### src/inc/rcf_pkg.sv
// Package for the reset-cause flag block: register map, field positions, types
package rcf_pkg;

  // ----------------------------------------------------------------------
  // Bus geometry
  // ----------------------------------------------------------------------
  localparam int ADDR_W = 4;
  localparam int DATA_W = 32;

  // ----------------------------------------------------------------------
  // Register byte offsets
  // ----------------------------------------------------------------------
  localparam logic [ADDR_W-1:0] OFS_FLAGS = 4'h0;
  localparam logic [ADDR_W-1:0] OFS_IRQ_STAT = 4'h4;
  localparam logic [ADDR_W-1:0] OFS_IRQ_CLR = 4'h8;
  localparam logic [ADDR_W-1:0] OFS_IRQ_EN = 4'hc;

  // ----------------------------------------------------------------------
  // Flag register fields
  // ----------------------------------------------------------------------
  localparam int BIT_STK_OVF = 7;
  localparam int BIT_STK_UNF = 6;
  localparam int BIT_UNUSED = 5;
  localparam int BIT_WDT_N = 4;
  localparam int BIT_PIN_N = 3;
  localparam int BIT_INSTR_N = 2;
  localparam int BIT_POR_N = 1;
  localparam int BIT_BROWN_N = 0;

  // Implemented bits, and the value forced by a power-on or brown-out reset
  localparam logic [7:0] FLAG_MASK = 8'hdf;
  localparam logic [7:0] FLAG_PWR_VAL = 8'h1c;
  // Value held under the block's own reset: every flag inactive
  localparam logic [7:0] FLAG_RST_VAL = 8'h1f;

  // Interrupt status layout: one bit per reset cause
  localparam int IRQ_W = 7;
  localparam logic [IRQ_W-1:0] IRQ_ZERO = 7'h00;

  // AXI responses
  localparam logic [1:0] RESP_OKAY = 2'h0;
  localparam logic [1:0] RESP_SLVERR = 2'h2;

  // ----------------------------------------------------------------------
  // Types
  // ----------------------------------------------------------------------
  // One strobe per reset source
  typedef struct packed {
    logic stackOver;
    logic stackUnder;
    logic watchdog;
    logic pin;
    logic instr;
    logic powerOn;
    logic brownOut;
  } rcf_cause_t;

endpackage : rcf_pkg

### src/rcf_reset_cause_flags.sv
// Reset-cause flag register with AXI4-Lite access and a cause interrupt
//
// Chosen here: register access over AXI4-Lite and the register addresses.
`timescale 1ns/100ps
// Summary of operation
// - A reset other than power-on or brown-out updates only its own cause flag
// - Software clears flags; hardware also clears them on reset events
// - Software may set flags; no reset follows
// - Bit 7 stack overflow, set high by hardware
// - Bit 6 stack underflow, set high by hardware
// - Bit 5 unimplemented, always reads zero
// - Bit 4 watchdog flag, cleared low on timeout
// - Bit 3 pin flag, cleared low on pin reset
// - Bit 2 instruction flag, cleared low on instruction
// - Bit 1 power-on flag cleared; software re-sets
// - Bit 0 brown-out cleared on power/brown-out reset
// - Power reset: stack zero, watchdog, pin and instruction flags one
module rcf_reset_cause_flags
  import rcf_pkg::*;
(
  // Clock and reset
  input wire logic clk,
  input wire logic rst_n,
  // Reset-cause strobes from the reset sources, one cycle each
  input wire rcf_cause_t causeStb,
  // AXI4-Lite write address
  input wire logic [ADDR_W-1:0] s_axi_awaddr,
  input wire logic s_axi_awvalid,
  output logic s_axi_awready,
  // AXI4-Lite write data
  input wire logic [DATA_W-1:0] s_axi_wdata,
  input wire logic [3:0] s_axi_wstrb,
  input wire logic s_axi_wvalid,
  output logic s_axi_wready,
  // AXI4-Lite write response
  output logic [1:0] s_axi_bresp,
  output logic s_axi_bvalid,
  input wire logic s_axi_bready,
  // AXI4-Lite read address
  input wire logic [ADDR_W-1:0] s_axi_araddr,
  input wire logic s_axi_arvalid,
  output logic s_axi_arready,
  // AXI4-Lite read data
  output logic [DATA_W-1:0] s_axi_rdata,
  output logic [1:0] s_axi_rresp,
  output logic s_axi_rvalid,
  input wire logic s_axi_rready,
  // Flag register image and interrupt
  output logic [7:0] resetCauseFlags,
  output logic irq
);

  // ----------------------------------------------------------------------
  // State
  // ----------------------------------------------------------------------
  logic [7:0] flags_ff;
  logic [IRQ_W-1:0] irqStat_ff;
  logic [IRQ_W-1:0] irqEn_ff;
  logic irq_ff;
  logic awHeld_ff;
  logic wHeld_ff;
  logic [ADDR_W-1:0] awAddr_ff;
  logic [7:0] wData_ff;
  logic wLane0_ff;
  logic bValid_ff;
  logic [1:0] bResp_ff;
  logic rValid_ff;
  logic [DATA_W-1:0] rData_ff;
  logic [1:0] rResp_ff;
  logic awReady_ff;
  logic wReady_ff;
  logic arReady_ff;

  // Decodes a byte offset into a known-register hit
  function automatic logic isMapped(input logic [ADDR_W-1:0] a);
    isMapped = (a == OFS_FLAGS) || (a == OFS_IRQ_STAT) ||
      (a == OFS_IRQ_CLR) || (a == OFS_IRQ_EN);
  endfunction : isMapped

  // ----------------------------------------------------------------------
  // Write channel: address and data accepted in either order
  // ----------------------------------------------------------------------
  // A half moves only on an edge where its registered ready is high
  wire awTake = s_axi_awvalid && awReady_ff;
  wire wTake = s_axi_wvalid && wReady_ff;
  wire haveAw = awHeld_ff || awTake;
  wire haveW = wHeld_ff || wTake;
  wire wrFire = haveAw && haveW && !bValid_ff;
  wire [ADDR_W-1:0] wrAddr = awHeld_ff ? awAddr_ff : s_axi_awaddr;
  wire [7:0] wrByte = wHeld_ff ? wData_ff : s_axi_wdata[7:0];
  wire wrLane0 = wHeld_ff ? wLane0_ff : s_axi_wstrb[0];
  wire wrOk = isMapped(wrAddr);
  wire wrFlags = wrFire && wrLane0 && (wrAddr == OFS_FLAGS);
  wire wrClr = wrFire && wrLane0 && (wrAddr == OFS_IRQ_CLR);
  wire wrEn = wrFire && wrLane0 && (wrAddr == OFS_IRQ_EN);

  // Holding registers for the half of a write that arrived first
  always_ff @(posedge clk) begin
    if (!rst_n) begin
      awHeld_ff <= 1'b0;
      wHeld_ff <= 1'b0;
      awAddr_ff <= OFS_FLAGS;
      wData_ff <= 8'h00;
      wLane0_ff <= 1'b0;
    end else begin
      awHeld_ff <= haveAw && !wrFire;
      wHeld_ff <= haveW && !wrFire;
      if (awTake) begin
        awAddr_ff <= s_axi_awaddr;
      end
      if (wTake) begin
        wData_ff <= s_axi_wdata[7:0];
        wLane0_ff <= s_axi_wstrb[0];
      end
    end
  end

  // Write response, held until the master takes it
  always_ff @(posedge clk) begin
    if (!rst_n) begin
      bValid_ff <= 1'b0;
      bResp_ff <= RESP_OKAY;
    end else if (wrFire) begin
      bValid_ff <= 1'b1;
      bResp_ff <= wrOk ? RESP_OKAY : RESP_SLVERR;
    end else if (s_axi_bready) begin
      bValid_ff <= 1'b0;
    end
  end

  // ----------------------------------------------------------------------
  // Flag register update
  // ----------------------------------------------------------------------
  // Hardware-owned bits this cycle and the values they take
  wire powerEvt = causeStb.powerOn || causeStb.brownOut;
  logic [7:0] hwMask;
  logic [7:0] hwVal;
  always_comb begin
    hwMask = 8'h00;
    hwVal = 8'h00;
    if (powerEvt) begin
      hwMask = FLAG_MASK;
      hwVal = FLAG_PWR_VAL;
      // Brown-out alone leaves the power-on flag as it was
      hwMask[BIT_POR_N] = causeStb.powerOn;
    end
    if (causeStb.stackOver) begin
      hwMask[BIT_STK_OVF] = 1'b1;
      hwVal[BIT_STK_OVF] = 1'b1;
    end
    if (causeStb.stackUnder) begin
      hwMask[BIT_STK_UNF] = 1'b1;
      hwVal[BIT_STK_UNF] = 1'b1;
    end
    if (causeStb.watchdog) begin
      hwMask[BIT_WDT_N] = 1'b1;
      hwVal[BIT_WDT_N] = 1'b0;
    end
    if (causeStb.pin) begin
      hwMask[BIT_PIN_N] = 1'b1;
      hwVal[BIT_PIN_N] = 1'b0;
    end
    if (causeStb.instr) begin
      hwMask[BIT_INSTR_N] = 1'b1;
      hwVal[BIT_INSTR_N] = 1'b0;
    end
  end

  // Software value first, then hardware bits override it
  wire [7:0] swVal = wrFlags ? (wrByte & FLAG_MASK) : flags_ff;
  wire [7:0] nxt_flags = ((swVal & ~hwMask) | (hwVal & hwMask)) & FLAG_MASK;

  // Block reset gives inactive flags; a power strobe then records the cause
  always_ff @(posedge clk) begin
    if (!rst_n) begin
      flags_ff <= FLAG_RST_VAL;
    end else begin
      flags_ff <= nxt_flags;
    end
  end

  // ----------------------------------------------------------------------
  // Interrupt: sticky cause bits, write-one-to-clear, enable mask
  // ----------------------------------------------------------------------
  wire [IRQ_W-1:0] causeVec = causeStb;
  wire [IRQ_W-1:0] clrVec = wrClr ? wrByte[IRQ_W-1:0] : IRQ_ZERO;
  // Set beats clear so a cause in the clearing cycle is kept
  wire [IRQ_W-1:0] nxt_irqStat = (irqStat_ff & ~clrVec) | causeVec;
  wire nxt_irq = |(nxt_irqStat & irqEn_ff);

  always_ff @(posedge clk) begin
    if (!rst_n) begin
      irqStat_ff <= IRQ_ZERO;
      irqEn_ff <= IRQ_ZERO;
      irq_ff <= 1'b0;
    end else begin
      irqStat_ff <= nxt_irqStat;
      if (wrEn) begin
        irqEn_ff <= wrByte[IRQ_W-1:0];
      end
      irq_ff <= nxt_irq;
    end
  end

  // ----------------------------------------------------------------------
  // Read channel: one cycle from address to data
  // ----------------------------------------------------------------------
  wire arTake = s_axi_arvalid && arReady_ff;
  logic [DATA_W-1:0] rdMux;
  always_comb begin
    rdMux = '0;
    unique case (s_axi_araddr)
      OFS_FLAGS: rdMux[7:0] = flags_ff & FLAG_MASK;
      OFS_IRQ_STAT: rdMux[IRQ_W-1:0] = irqStat_ff;
      OFS_IRQ_EN: rdMux[IRQ_W-1:0] = irqEn_ff;
      default: rdMux = '0; // Clear register and holes read zero
    endcase
  end

  always_ff @(posedge clk) begin
    if (!rst_n) begin
      rValid_ff <= 1'b0;
      rData_ff <= '0;
      rResp_ff <= RESP_OKAY;
    end else if (arTake) begin
      rValid_ff <= 1'b1;
      rData_ff <= rdMux;
      rResp_ff <= isMapped(s_axi_araddr) ? RESP_OKAY : RESP_SLVERR;
    end else if (s_axi_rready) begin
      rValid_ff <= 1'b0;
    end
  end

  // ----------------------------------------------------------------------
  // Outputs
  // ----------------------------------------------------------------------
  // Ready lines are flops: high while the matching half is still free
  // A response the master has not yet taken keeps the write side shut
  wire bBusy = bValid_ff && !s_axi_bready;
  always_ff @(posedge clk) begin
    if (!rst_n) begin
      awReady_ff <= 1'b0;
      wReady_ff <= 1'b0;
      arReady_ff <= 1'b0;
    end else begin
      awReady_ff <= !(haveAw && !wrFire) && !wrFire && !bBusy;
      wReady_ff <= !(haveW && !wrFire) && !wrFire && !bBusy;
      arReady_ff <= !arTake && !(rValid_ff && !s_axi_rready);
    end
  end

  // Acceptance is qualified by the registered ready to match the ports
  assign s_axi_awready = awReady_ff;
  assign s_axi_wready = wReady_ff;
  assign s_axi_arready = arReady_ff;
  assign s_axi_bvalid = bValid_ff;
  assign s_axi_bresp = bResp_ff;
  assign s_axi_rvalid = rValid_ff;
  assign s_axi_rdata = rData_ff;
  assign s_axi_rresp = rResp_ff;
  assign resetCauseFlags = flags_ff;
  assign irq = irq_ff;
endmodule : rcf_reset_cause_flags

### config.mk
export PLATFORM = sky130hd
export DESIGN_NAME = rcf_reset_cause_flags
export DESIGN_NICKNAME = d
export VERILOG_FILES = /design/src/inc/rcf_pkg.sv /design/src/rcf_reset_cause_flags.sv
export SDC_FILE = /design/constraint.sdc
export NUM_CORES = 1
export LEC_CHECK = 0
export BUFFER_PORTS_ARGS = -buffer_cell sky130_fd_sc_hd__clkbuf_2
export CAP_MARGIN = 20
export CORE_MARGIN = 4
export CORE_UTILIZATION = 48
export CTS_CLUSTER_DIAMETER = 80
export DETAILED_ROUTE_END_ITERATION = 7
export PLACE_DENSITY = 0.77
export SLEW_MARGIN = 15
export SYNTH_ARGS = -nofsm -noshare
export SYNTH_HDL_FRONTEND = slang
export SYNTH_SLANG_ARGS = --single-unit
### constraint.sdc
create_clock -name clk -period 2.24 [get_ports clk]
set_input_delay 0.448 -clock clk [delete_from_list [all_inputs] [get_ports clk]]
set_output_delay 0.448 -clock clk [all_outputs]
set_load 0.1 [all_outputs]
==> impl_metrics.ini, run 1 <==
[layout]
layout-drive-gt1-share = 0.2330
final_cell_mix = clkbuf_2 (53), dfxtp_1 (51), nand2_1 (40)
final_cells = 422
layout.cells.most_common = clkbuf_2
final_nets = 410
design_area_mm2 = 0.002907
diodes = 0
area_growth_pct = 12.82
postLayoutCoreUtil = 0.5655

[cts]
cts_tree = built
cts-buffers-inserted = 5
htreeDepth = 2
clk_latency_ns = 0.31
hold_buffers = 0
cts_resized = 0
postCtsSetupBuffers = 0
root_buffer = clkbuf_8
clk_pin_slew_ns = 0.09
cts.sinks = 52
clock_path_buffers = 2

[worst_setup_path]
cpMaxStageDelayCell = dfxtp_1
cpPeakStageDelay_ns = 0.46
worstPathRequired_ns = 2.42
worstReg2RegEnd = irq$_SDFF_PN0_
r2r-start = awHeld_ff$_SDFF_PN0_
ff2ff_path_depth = 6
crit_buf_inv = 1
worstSetupStartpointType = flop
path_max_fanout = 9
worstPathCellList = or3b_4 > a211oi_4 > buf_4 > o211ai_1 > a221oi_1 > o21ai_0
cp.arrival_ns = 2.25
endpoint_kind = flop
startpoint = awHeld_ff$_SDFF_PN0_
crit_family = compound AO/OA/AOI/OAI gates
rrSetupSlack_ns = 0.17
crit_cells = 6
critPathKind = flop to flop
crit_end = irq$_SDFF_PN0_

[power_and_ir_drop]
pwr_density_cell_mw_per_mm2 = 720.2
ir_drop_mv = 0.3515
p_leak_uw = 0.001240

[global_route]
antenna_found_initial = 0
grt_use_met3 = 0.04213
use_met2 = 0.3103
grt_pass1_vias = 2111
globalRouteMet1Util = 0.2415
grt_pass1_wl_mm = 9.791
grt.busiest_layer = met2
grt_start_max_net_pins = 20
grt_remaining_overflow = 0
grtUsageTotal = 0.1892

[floorplanning]
rows = 26
die_h_um = 81.26
io_pins = 108
die_width_um = 81.26
initial_utilization = 0.5012
fp.dieArea_mm2 = 0.006603
core_area_mm2 = 0.005140

[timing]
fin_setup_tns_ns = 0
setup_viol = 0
fmax_ghz = 0.4835
worst_pin_slew_ns = 0.5465
hold_ws_ns = 0.3702
rsz0062_at_grt = false
slew_headroom = 0.6372
finalHoldViolCount = 0
clock_skew_ns = 0.01201
post-route-period-util = 0.9233
fin_crit_ns = 2.068
drv_slew = 0

[drt]
drt_iter0_markers = 155
ant_nets = 0
wire_per_inst_um = 14.11
drcViolationCount = 0
drt_wl_total_mm = 5.956
vias_per_cell = 5.263
first_pass_iters = 4
via_count = 2221

[job]
maxCapViolCount = 0

[logic_synthesis]
synth_top_area_frac = 0.4041
ys_warn_count = 0
ys_types = 46
synth_area_mm2 = 0.002576
ys_ff_latch = 52
synth_edf_count = 0
yosys.area.top_type = dfxtp_1
synth_top_flop_cell = dfxtp_1
synthTopCellsByArea = dfxtp_1 (40%), mux2i_1 (8.9%), buf_4 (7.9%), nand2_1 (5.8%), a21oi_1 (4.5%)
syn_inst = 299
async_flop_share = 0
avgSynthCellArea_um2 = 8.616
synth-seq-area-share = 0.4041

[hold_path]
hold_path_class = input port to flop
holdPathStages = 3

[placed_design]
place_hpwl_mm = 4.555
place_area_mm2 = 0.002829
place_congestion = 0.8634
port_buffers = 53
dpl.cell_count = 415

[outcome]
status = finished clean
final cells by class:
type	instances	area (µm²)
clock buffers	6	72.57
clock inverters	1	5.005
fillers	495	2233
inverters	4	15.01
multi-input cells	228	1346
flip-flops and latches	52	1042
well taps	70	87.58
repair buffers	61	337.8
cells in the mapped netlist, types with 2 or more instances:
cell type / instances
buf_4: 27
buf_6: 2
dfxtp_1: 52
o21ai_1: 2
or3_1: 2
nand2b_1: 2
nand3_1: 11
inv_1: 4
nor3_1: 5
and2_1: 2
nand2_1: 40
a21oi_1: 23
mux2i_1: 23
nor2_1: 23
a22oi_1: 11
o21a_1: 7
mux2_2: 8
nor3b_1: 2
and3_1: 2
o21ai_0: 14
nor4_1: 2
nor2b_1: 2
clkbuf_1: 10
worst min-delay path by stage:
| stage | startpoint | to |
|---|---|---|
| after global routing | s_axi_wstrb[0] | wLane0_ff$_SDFFE_PN0P_ |
| after floorplan | wData_ff[0]$_SDFFE_PN0P_ | wData_ff[0]$_SDFFE_PN0P_ |
| final | s_axi_wstrb[0] | wLane0_ff$_SDFFE_PN0P_ |
| after CTS | s_axi_wstrb[0] | wLane0_ff$_SDFFE_PN0P_ |
| after detailed placement | wData_ff[5]$_SDFFE_PN0P_ | wData_ff[5]$_SDFFE_PN0P_ |
| after global placement | wData_ff[2]$_SDFFE_PN0P_ | wData_ff[2]$_SDFFE_PN0P_ |
power by group:
group / leakage, µW / switching (µW) / internal (µW)
clock network: 0.0000410 / 289 / 213
logic: 0.000773 / 473 / 113
registers: 0.000427 / 38.4 / 968
routing by layer:
| layer | part of all wire | vias to the layer above |
|---|---|---|
| li1 | - | 1099 |
| met1 | 0.44 | 1017 |
| met2 | 0.47 | 93 |
| met3 | 0.074 | 12 |
| met4 | 0.017 | 0 |
| met5 | 0 | - |
flip-flops by register name (all words and copies together), names as in the netlist, 2 cells and up, named ones only:
signal and flops:
resetCauseFlags 2, wData_ff 8, s_axi_rdata 8, irqEn_ff 7
irqStat_ff 7, awAddr_ff 4
tightest hold or removal path, delay by kind of cell:
family          cells  cell delay [ns]
compound gates      1             0.05
simple gates        1             0.05
buf+inv             1             0.09
per-stage QoR:
| stage | power (µW) | setup slack (ns) |
|---|---|---|
| after floorplan | 1544 | 0.1109 |
| after global placement | 1605 | 0.08520 |
| after detailed placement | 1610 | 0.00007261 |
| after CTS | 2110 | 0.1854 |
| after global routing | 2191 | 0.06467 |
| final | 2093 | 0.1719 |
logic make-up (layout without fill, tap and decap cells):
kind of cell / after synthesis / in the layout / share of synthesized area
compound gates: 68 / 68 / 0.1705
buf+inv: 45 / 72 / 0.1112
flops: 52 / 52 / 0.4041
mux: 31 / 31 / 0.1243
other cells: 1 / 27 / 0.001456
simple gates: 102 / 102 / 0.1884
(Power assumes the default switching activity.)
==> run 2, diff against run 1 <==
--- a/config.mk
+++ b/config.mk
@@ -5,13 +5,15 @@
 export SDC_FILE = /design/constraint.sdc
 export NUM_CORES = 1
 export LEC_CHECK = 0
+export ABC_AREA = 1
 export BUFFER_PORTS_ARGS = -buffer_cell sky130_fd_sc_hd__clkbuf_2
 export CAP_MARGIN = 20
 export CORE_MARGIN = 4
-export CORE_UTILIZATION = 48
+export CORE_UTILIZATION = 49
+export CTS_BUF_LIST = sky130_fd_sc_hd__clkbuf_4
 export CTS_CLUSTER_DIAMETER = 80
 export DETAILED_ROUTE_END_ITERATION = 7
-export PLACE_DENSITY = 0.77
+export PLACE_DENSITY = 0.79
 export SLEW_MARGIN = 15
 export SYNTH_ARGS = -nofsm -noshare
 export SYNTH_HDL_FRONTEND = slang
==> impl_metrics.ini, run 2 <==
[floorplanning]
fp.dieArea_mm2 = 0.006303
io_pins = 108
initial_utilization = 0.5184
die_width_um = 79.39
core_area_mm2 = 0.004817
rows = 25
die_h_um = 79.39

[drt]
drt_iter0_markers = 161
drcViolationCount = 0
wire_per_inst_um = 10.99
vias_per_cell = 4.752
ant_nets = 0
via_count = 2300
drt_wl_total_mm = 5.317
first_pass_iters = 4

[layout]
postLayoutCoreUtil = 0.5792
layout.cells.most_common = nand2_1
final_cell_mix = nand2_1 (109), clkbuf_2 (53), dfxtp_1 (51)
area_growth_pct = 11.72
diodes = 0
layout-drive-gt1-share = 0.1990
fill_cells = 524
final_nets = 474

[logic_synthesis]
yosysMostFrequentCell = nand2_1
async_flop_share = 0
synth_edf_count = 0
syn_inst = 359
synthTopCellsByArea = dfxtp_1 (42%), nand2_1 (16%), buf_4 (8.1%), nor2_1 (6.6%), a21oi_1 (6.0%)
avgSynthCellArea_um2 = 6.957
yosys.area.top_type = dfxtp_1
synth_top_flop_cell = dfxtp_1
synthTopCellsByCount = nand2_1 (109), dfxtp_1 (52), nor2_1 (44), a21oi_1 (30), buf_4 (27)
ys_ff_latch = 52
synth_top_area_frac = 0.4168
ys_warn_count = 0
ys_types = 28
synth-seq-area-share = 0.4168
synth_area_mm2 = 0.002497

[timing]
clock_skew_ns = 0.004471
fin_crit_ns = 1.837
setup_viol = 0
worst_pin_slew_ns = 0.5544
fmax_ghz = 0.5444
slew_headroom = 0.6319
post-route-period-util = 0.8200
rsz0062_at_grt = false
fin_setup_tns_ns = 0
finalHoldViolCount = 0
drv_slew = 0

[cts]
cts_resized = 0
clk_pin_slew_ns = 0.14
cts-buffers-inserted = 5
root_buffer = clkbuf_4
clk_latency_ns = 0.36
htreeDepth = 2
cts.sinks = 52
cts_tree = built
hold_buffers = 0
postCtsSetupBuffers = 0
clock_path_buffers = 2

[global_route]
grt_pass1_wl_mm = 9.094
grt_start_max_net_pins = 28
grt_pass1_vias = 2059
grt_remaining_overflow = 0
antenna_found_initial = 0
grtUsageTotal = 0.1766

[worst_setup_path]
crit_buf_inv = 2
cpMaxStageDelayCell = dfxtp_1
crit_family = simple AND/OR/NAND/NOR gates
critPathKind = flop to flop
cpPeakStageDelay_ns = 0.53
worstPathRequired_ns = 2.54
worstSetupStartpointType = flop
endpoint_kind = flop
cp.arrival_ns = 2.14
worstPathCellList = inv_4 > nand2_2 > nand3_4 > nor2_4 > nand2_2 > inv_2 > nor2_1 > nor2_1 > o21ai_1 > a21oi_1
path_max_fanout = 12

[power_and_ir_drop]
pwr-share-seq = 0.502
pwr-share-comb = 0.297
netSwitchingPower_uw = 818.5
p_int_uw = 1192
swShare = 0.4071
p_leak_uw = 0.001356
ir_drop_mv = 0.5260
power.share.clock = 0.201
pwr_density_cell_mw_per_mm2 = 720.5

[job]
maxCapViolCount = 0

[hold_path]
hold_path_class = input port to flop

[placed_design]
place_hpwl_mm = 4.078
port_buffers = 53
place_congestion = 0.8390

[outcome]
status = finished clean
[run 2: cell families (layout without fill, tap and decap cells)]
logic type	Yosys count	after routing	share of synthesized area
simple gates	183	183	0.3056
buf+inv	64	96	0.1468
compound gates	59	59	0.1293
flops	52	52	0.4168
other cells	1	27	0.001502
[run 2: power by group through the flow]
stage          clock (µW)  sequential, µW  combinational [µW]
6_report              404            1010                 596
2_1_floorplan           0            1170                 401
5_1_grt               462            1020                 638
3_5_place_dp            0            1030                 596
3_3_place_gp            0            1030                 590
4_1_cts               418            1010                 597
[run 2: metal layers]
layer / vias to the layer above / track usage / wire, µm
met2: 85 / 0.2980 / 2475
met4: 0 / 0.04983 / 64
met3: 9 / 0.03837 / 398
met1: 1010 / 0.2267 / 2378
met5: - / 0 / 0
li1: 1196 / - / -
[run 2: through the flow]
| step | setup slack, ns | instances | area [µm²] | power [µW] | hold slack, ns |
|---|---|---|---|---|---|
| 5_1_grt | 0.1735 | 484 | 2790 | 2117 | 0.2927 |
| 3_5_place_dp | 0.2781 | 476 | 2739 | 1627 | 0.4499 |
| 2_1_floorplan | 0.03406 | 385 | 2596 | 1572 | 0.4286 |
| 6_report | 0.4032 | 484 | 2790 | 2010 | 0.3191 |
| 3_3_place_gp | 0.3052 | 476 | 2739 | 1620 | 0.4451 |
| 4_1_cts | 0.3985 | 484 | 2790 | 2025 | 0.3022 |
[run 2: final timing paths]
path / startpoint / endpoint / slack (ns) / cells after the start
max: wHeld_ff$_SDFF_PN0_ / flop / 0.40 / 10
max reg2reg: wHeld_ff$_SDFF_PN0_ / flop / 0.40 / 10
min: causeStb[1] / resetCauseFlags[1]$_SDFF_PN1_ / 0.32 / 2
min reg2reg: wData_ff[7]$_SDFFE_PN0P_ / wData_ff[7]$_SDFFE_PN0P_ / 0.47 / 2
[run 2: cell type report]
class	instances	area [µm²]	area share
inverter	28	107.6	0.03856
clock buffer	5	37.54	0.01345
clock inverter	3	13.76	0.004933
timing repair buffer	60	317.8	0.1139
tap	67	83.83	0.03004
multi-input combinational	269	1187	0.4256
sequential	52	1042	0.3735
[run 2: worst reg2reg max path: stages, from the launching register on]
cell	delay [ns]
dfxtp_1	0.53
inv_4	0.05
nand2_2	0.11
nand3_4	0.11
nor2_4	0.28
nand2_2	0.17
inv_2	0.17
nor2_1	0.06
nor2_1	0.09
o21ai_1	0.08
a21oi_1	0.12
==> run 3, diff against run 2 <==
--- a/config.mk
+++ b/config.mk
@@ -5,7 +5,7 @@
 export SDC_FILE = /design/constraint.sdc
 export NUM_CORES = 1
 export LEC_CHECK = 0
-export ABC_AREA = 1
+export ABC_AREA = 0
 export BUFFER_PORTS_ARGS = -buffer_cell sky130_fd_sc_hd__clkbuf_2
 export CAP_MARGIN = 20
 export CORE_MARGIN = 4
==> constraint.sdc (replaced) <==
create_clock -name clk -period 1.85 [get_ports clk]
set_input_delay 0.37 -clock clk [delete_from_list [all_inputs] [get_ports clk]]
set_output_delay 0.37 -clock clk [all_outputs]
set_load 0.1 [all_outputs]
==> impl_metrics.ini, run 3 (synthesis results as in run 1) <==
[outcome]
status = finished clean

[worst_setup_path]
endpoint_kind = flop
worstSetupStartpointType = flop
worstPathCellList = or3b_4 > a211oi_4 > and3b_2 > buf_12 > mux2i_2 > o31ai_2
crit_buf_inv = 1
cpMaxStageDelayCell = or3b_4
crit_family = simple AND/OR/NAND/NOR gates
path_max_fanout = 7
cpPeakStageDelay_ns = 0.40
cp.arrival_ns = 2.10
worstPathRequired_ns = 2.12
critPathKind = flop to flop

[global_route]
grtUsageTotal = 0.1949
grt_start_max_net_pins = 23
grt_pass1_wl_mm = 9.880
grt_remaining_overflow = 0
grt_pass1_vias = 2140
antenna_found_initial = 0

[drt]
vias_per_cell = 5.261
drt_iter0_markers = 201
wire_per_inst_um = 13.85
wl_met2_mm = 2.858
drt-met1-wl_mm = 2.568
wl_met3_um = 456
top_layer = met4
drt_wl_total_mm = 5.997
ant_nets = 0
drcViolationCount = 0
first_pass_iters = 4
via_count = 2278

[cts]
root_buffer = clkbuf_4
cts.sinks = 52
cts-buffers-inserted = 5
cts_tree = built
htreeDepth = 2
clock_path_buffers = 2
hold_buffers = 0
clk_latency_ns = 0.37
clk_pin_slew_ns = 0.14

[layout]
final_nets = 420
postLayoutCoreUtil = 0.5909
final_cell_mix = clkbuf_2 (53), dfxtp_1 (46), nand2_1 (39)
layout.cells.most_common = clkbuf_2
layout-drive-gt1-share = 0.2893
multiInputGateArea_mm2 = 0.001385
area_growth_pct = 17.14
fill_cells = 465
diodes = 0
regArea_mm2 = 0.001054

[placed_design]
place_congestion = 0.8727
port_buffers = 53
place_hpwl_mm = 4.557

[power_and_ir_drop]
fin_total_pwr_uw = 2462
pwr_density_cell_mw_per_mm2 = 815.7
p_leak_uw = 0.001302
ir_drop_mv = 0.3437

[timing]
drv_slew = 0
rsz0062_at_grt = true
fin_crit_ns = 1.822
fmax_ghz = 0.5487
clock_skew_ns = 0.01039
worst_pin_slew_ns = 0.5467
setup_viol = 0
post-route-period-util = 0.9850
hold_ws_ns = 0.2191
slew_headroom = 0.6371
finalHoldViolCount = 0

[floorplanning]
fp.dieArea_mm2 = 0.006482
initial_utilization = 0.5044
io_pins = 108
core_area_mm2 = 0.005107
die_h_um = 80.51
die_width_um = 80.51
rows = 26

[hold_path]
hold_path_class = input port to flop

[job]
maxCapViolCount = 0
==> run 3: cell count changes in the layout (fill, tap and decap cells not counted), moves of 5 or more <==
cell	delta
mux2i_1	+22
nand2_1	-70
nand3_1	-7
nor2_1	-21
o21ai_0	-9
dfxtp_1	-5
o21a_1	+7
buf_4	+8
mux2_2	+8
a21oi_1	-9
a22oi_1	+10
inv_1	-20
==> run 3: path summary, 6_finish.rpt <==
check | start | to | slack (ns) | cells past startpoint
worst max-delay path | awHeld_ff$_SDFF_PN0_ | resetCauseFlags[0]$_SDFF_PN1_ | 0.03 | 6
worst min-delay path | s_axi_wstrb[0] | wLane0_ff$_SDFFE_PN0P_ | 0.22 | 3
worst max register to register | awHeld_ff$_SDFF_PN0_ | resetCauseFlags[0]$_SDFF_PN1_ | 0.03 | 6
worst min register to register | wData_ff[2]$_SDFFE_PN0P_ | wData_ff[2]$_SDFFE_PN0P_ | 0.46 | 2
==> run 3: worst register-to-register path, cell delays in order, from the launching register on <==
cell and delay (ns):
dfxtp_4 0.39, or3b_4 0.40, a211oi_4 0.25, and3b_2 0.25
buf_12 0.14, mux2i_2 0.23, o31ai_2 0.07
==> run 3: per-layer routing <==
metal	global-route usage	vias to the layer above
li1	-	1124
met1	0.2536	1057
met2	0.3137	87
met3	0.04484	10
met4	0.07095	0
met5	0	-
==> run 3: area by class of cell <==
| class | count | area share |
|---|---|---|
| Clock buffer | 6 | 0.01493 |
| Clock inverter | 2 | 0.003731 |
| Inverter | 4 | 0.004975 |
| Multi-Input combinational cell | 228 | 0.4590 |
| Sequential cell | 52 | 0.3491 |
| Tap cell | 70 | 0.02902 |
| Timing Repair Buffer | 71 | 0.1393 |
==> run 3: where the power goes <==
| group | internal (µW) | switching (µW) | leakage, µW | total, µW |
|---|---|---|---|---|
| clock network | 160 | 342 | 0.0000293 | 502 |
| registers | 1170 | 48.4 | 0.000429 | 1220 |
| logic | 157 | 580 | 0.000844 | 737 |
| total | 1490 | 971 | 0.00130 | 2460 |
==> run 3: per-stage QoR <==
step / area [µm²] / cells / worst slack [ns] / TNS (ns)
2_1_floorplan: 2683 / 325 / -0.02627 / -0.03641
3_3_place_gp: 2912 / 425 / -0.1217 / -1.221
5_1_grt: 3018 / 433 / -0.04485 / -0.2480
6_report: 3018 / 433 / 0.02766 / 0
3_5_place_dp: 2912 / 425 / -0.1497 / -1.635
4_1_cts: 2978 / 433 / 0.003883 / 0
==> run 3: repair_timing <==
action / in CTS / in global routing
pin swaps: 0 / 5
buffers inserted: 0 / 0
gates resized for setup: 2 / 13
endpoints found under the setup margin: 3 / 20
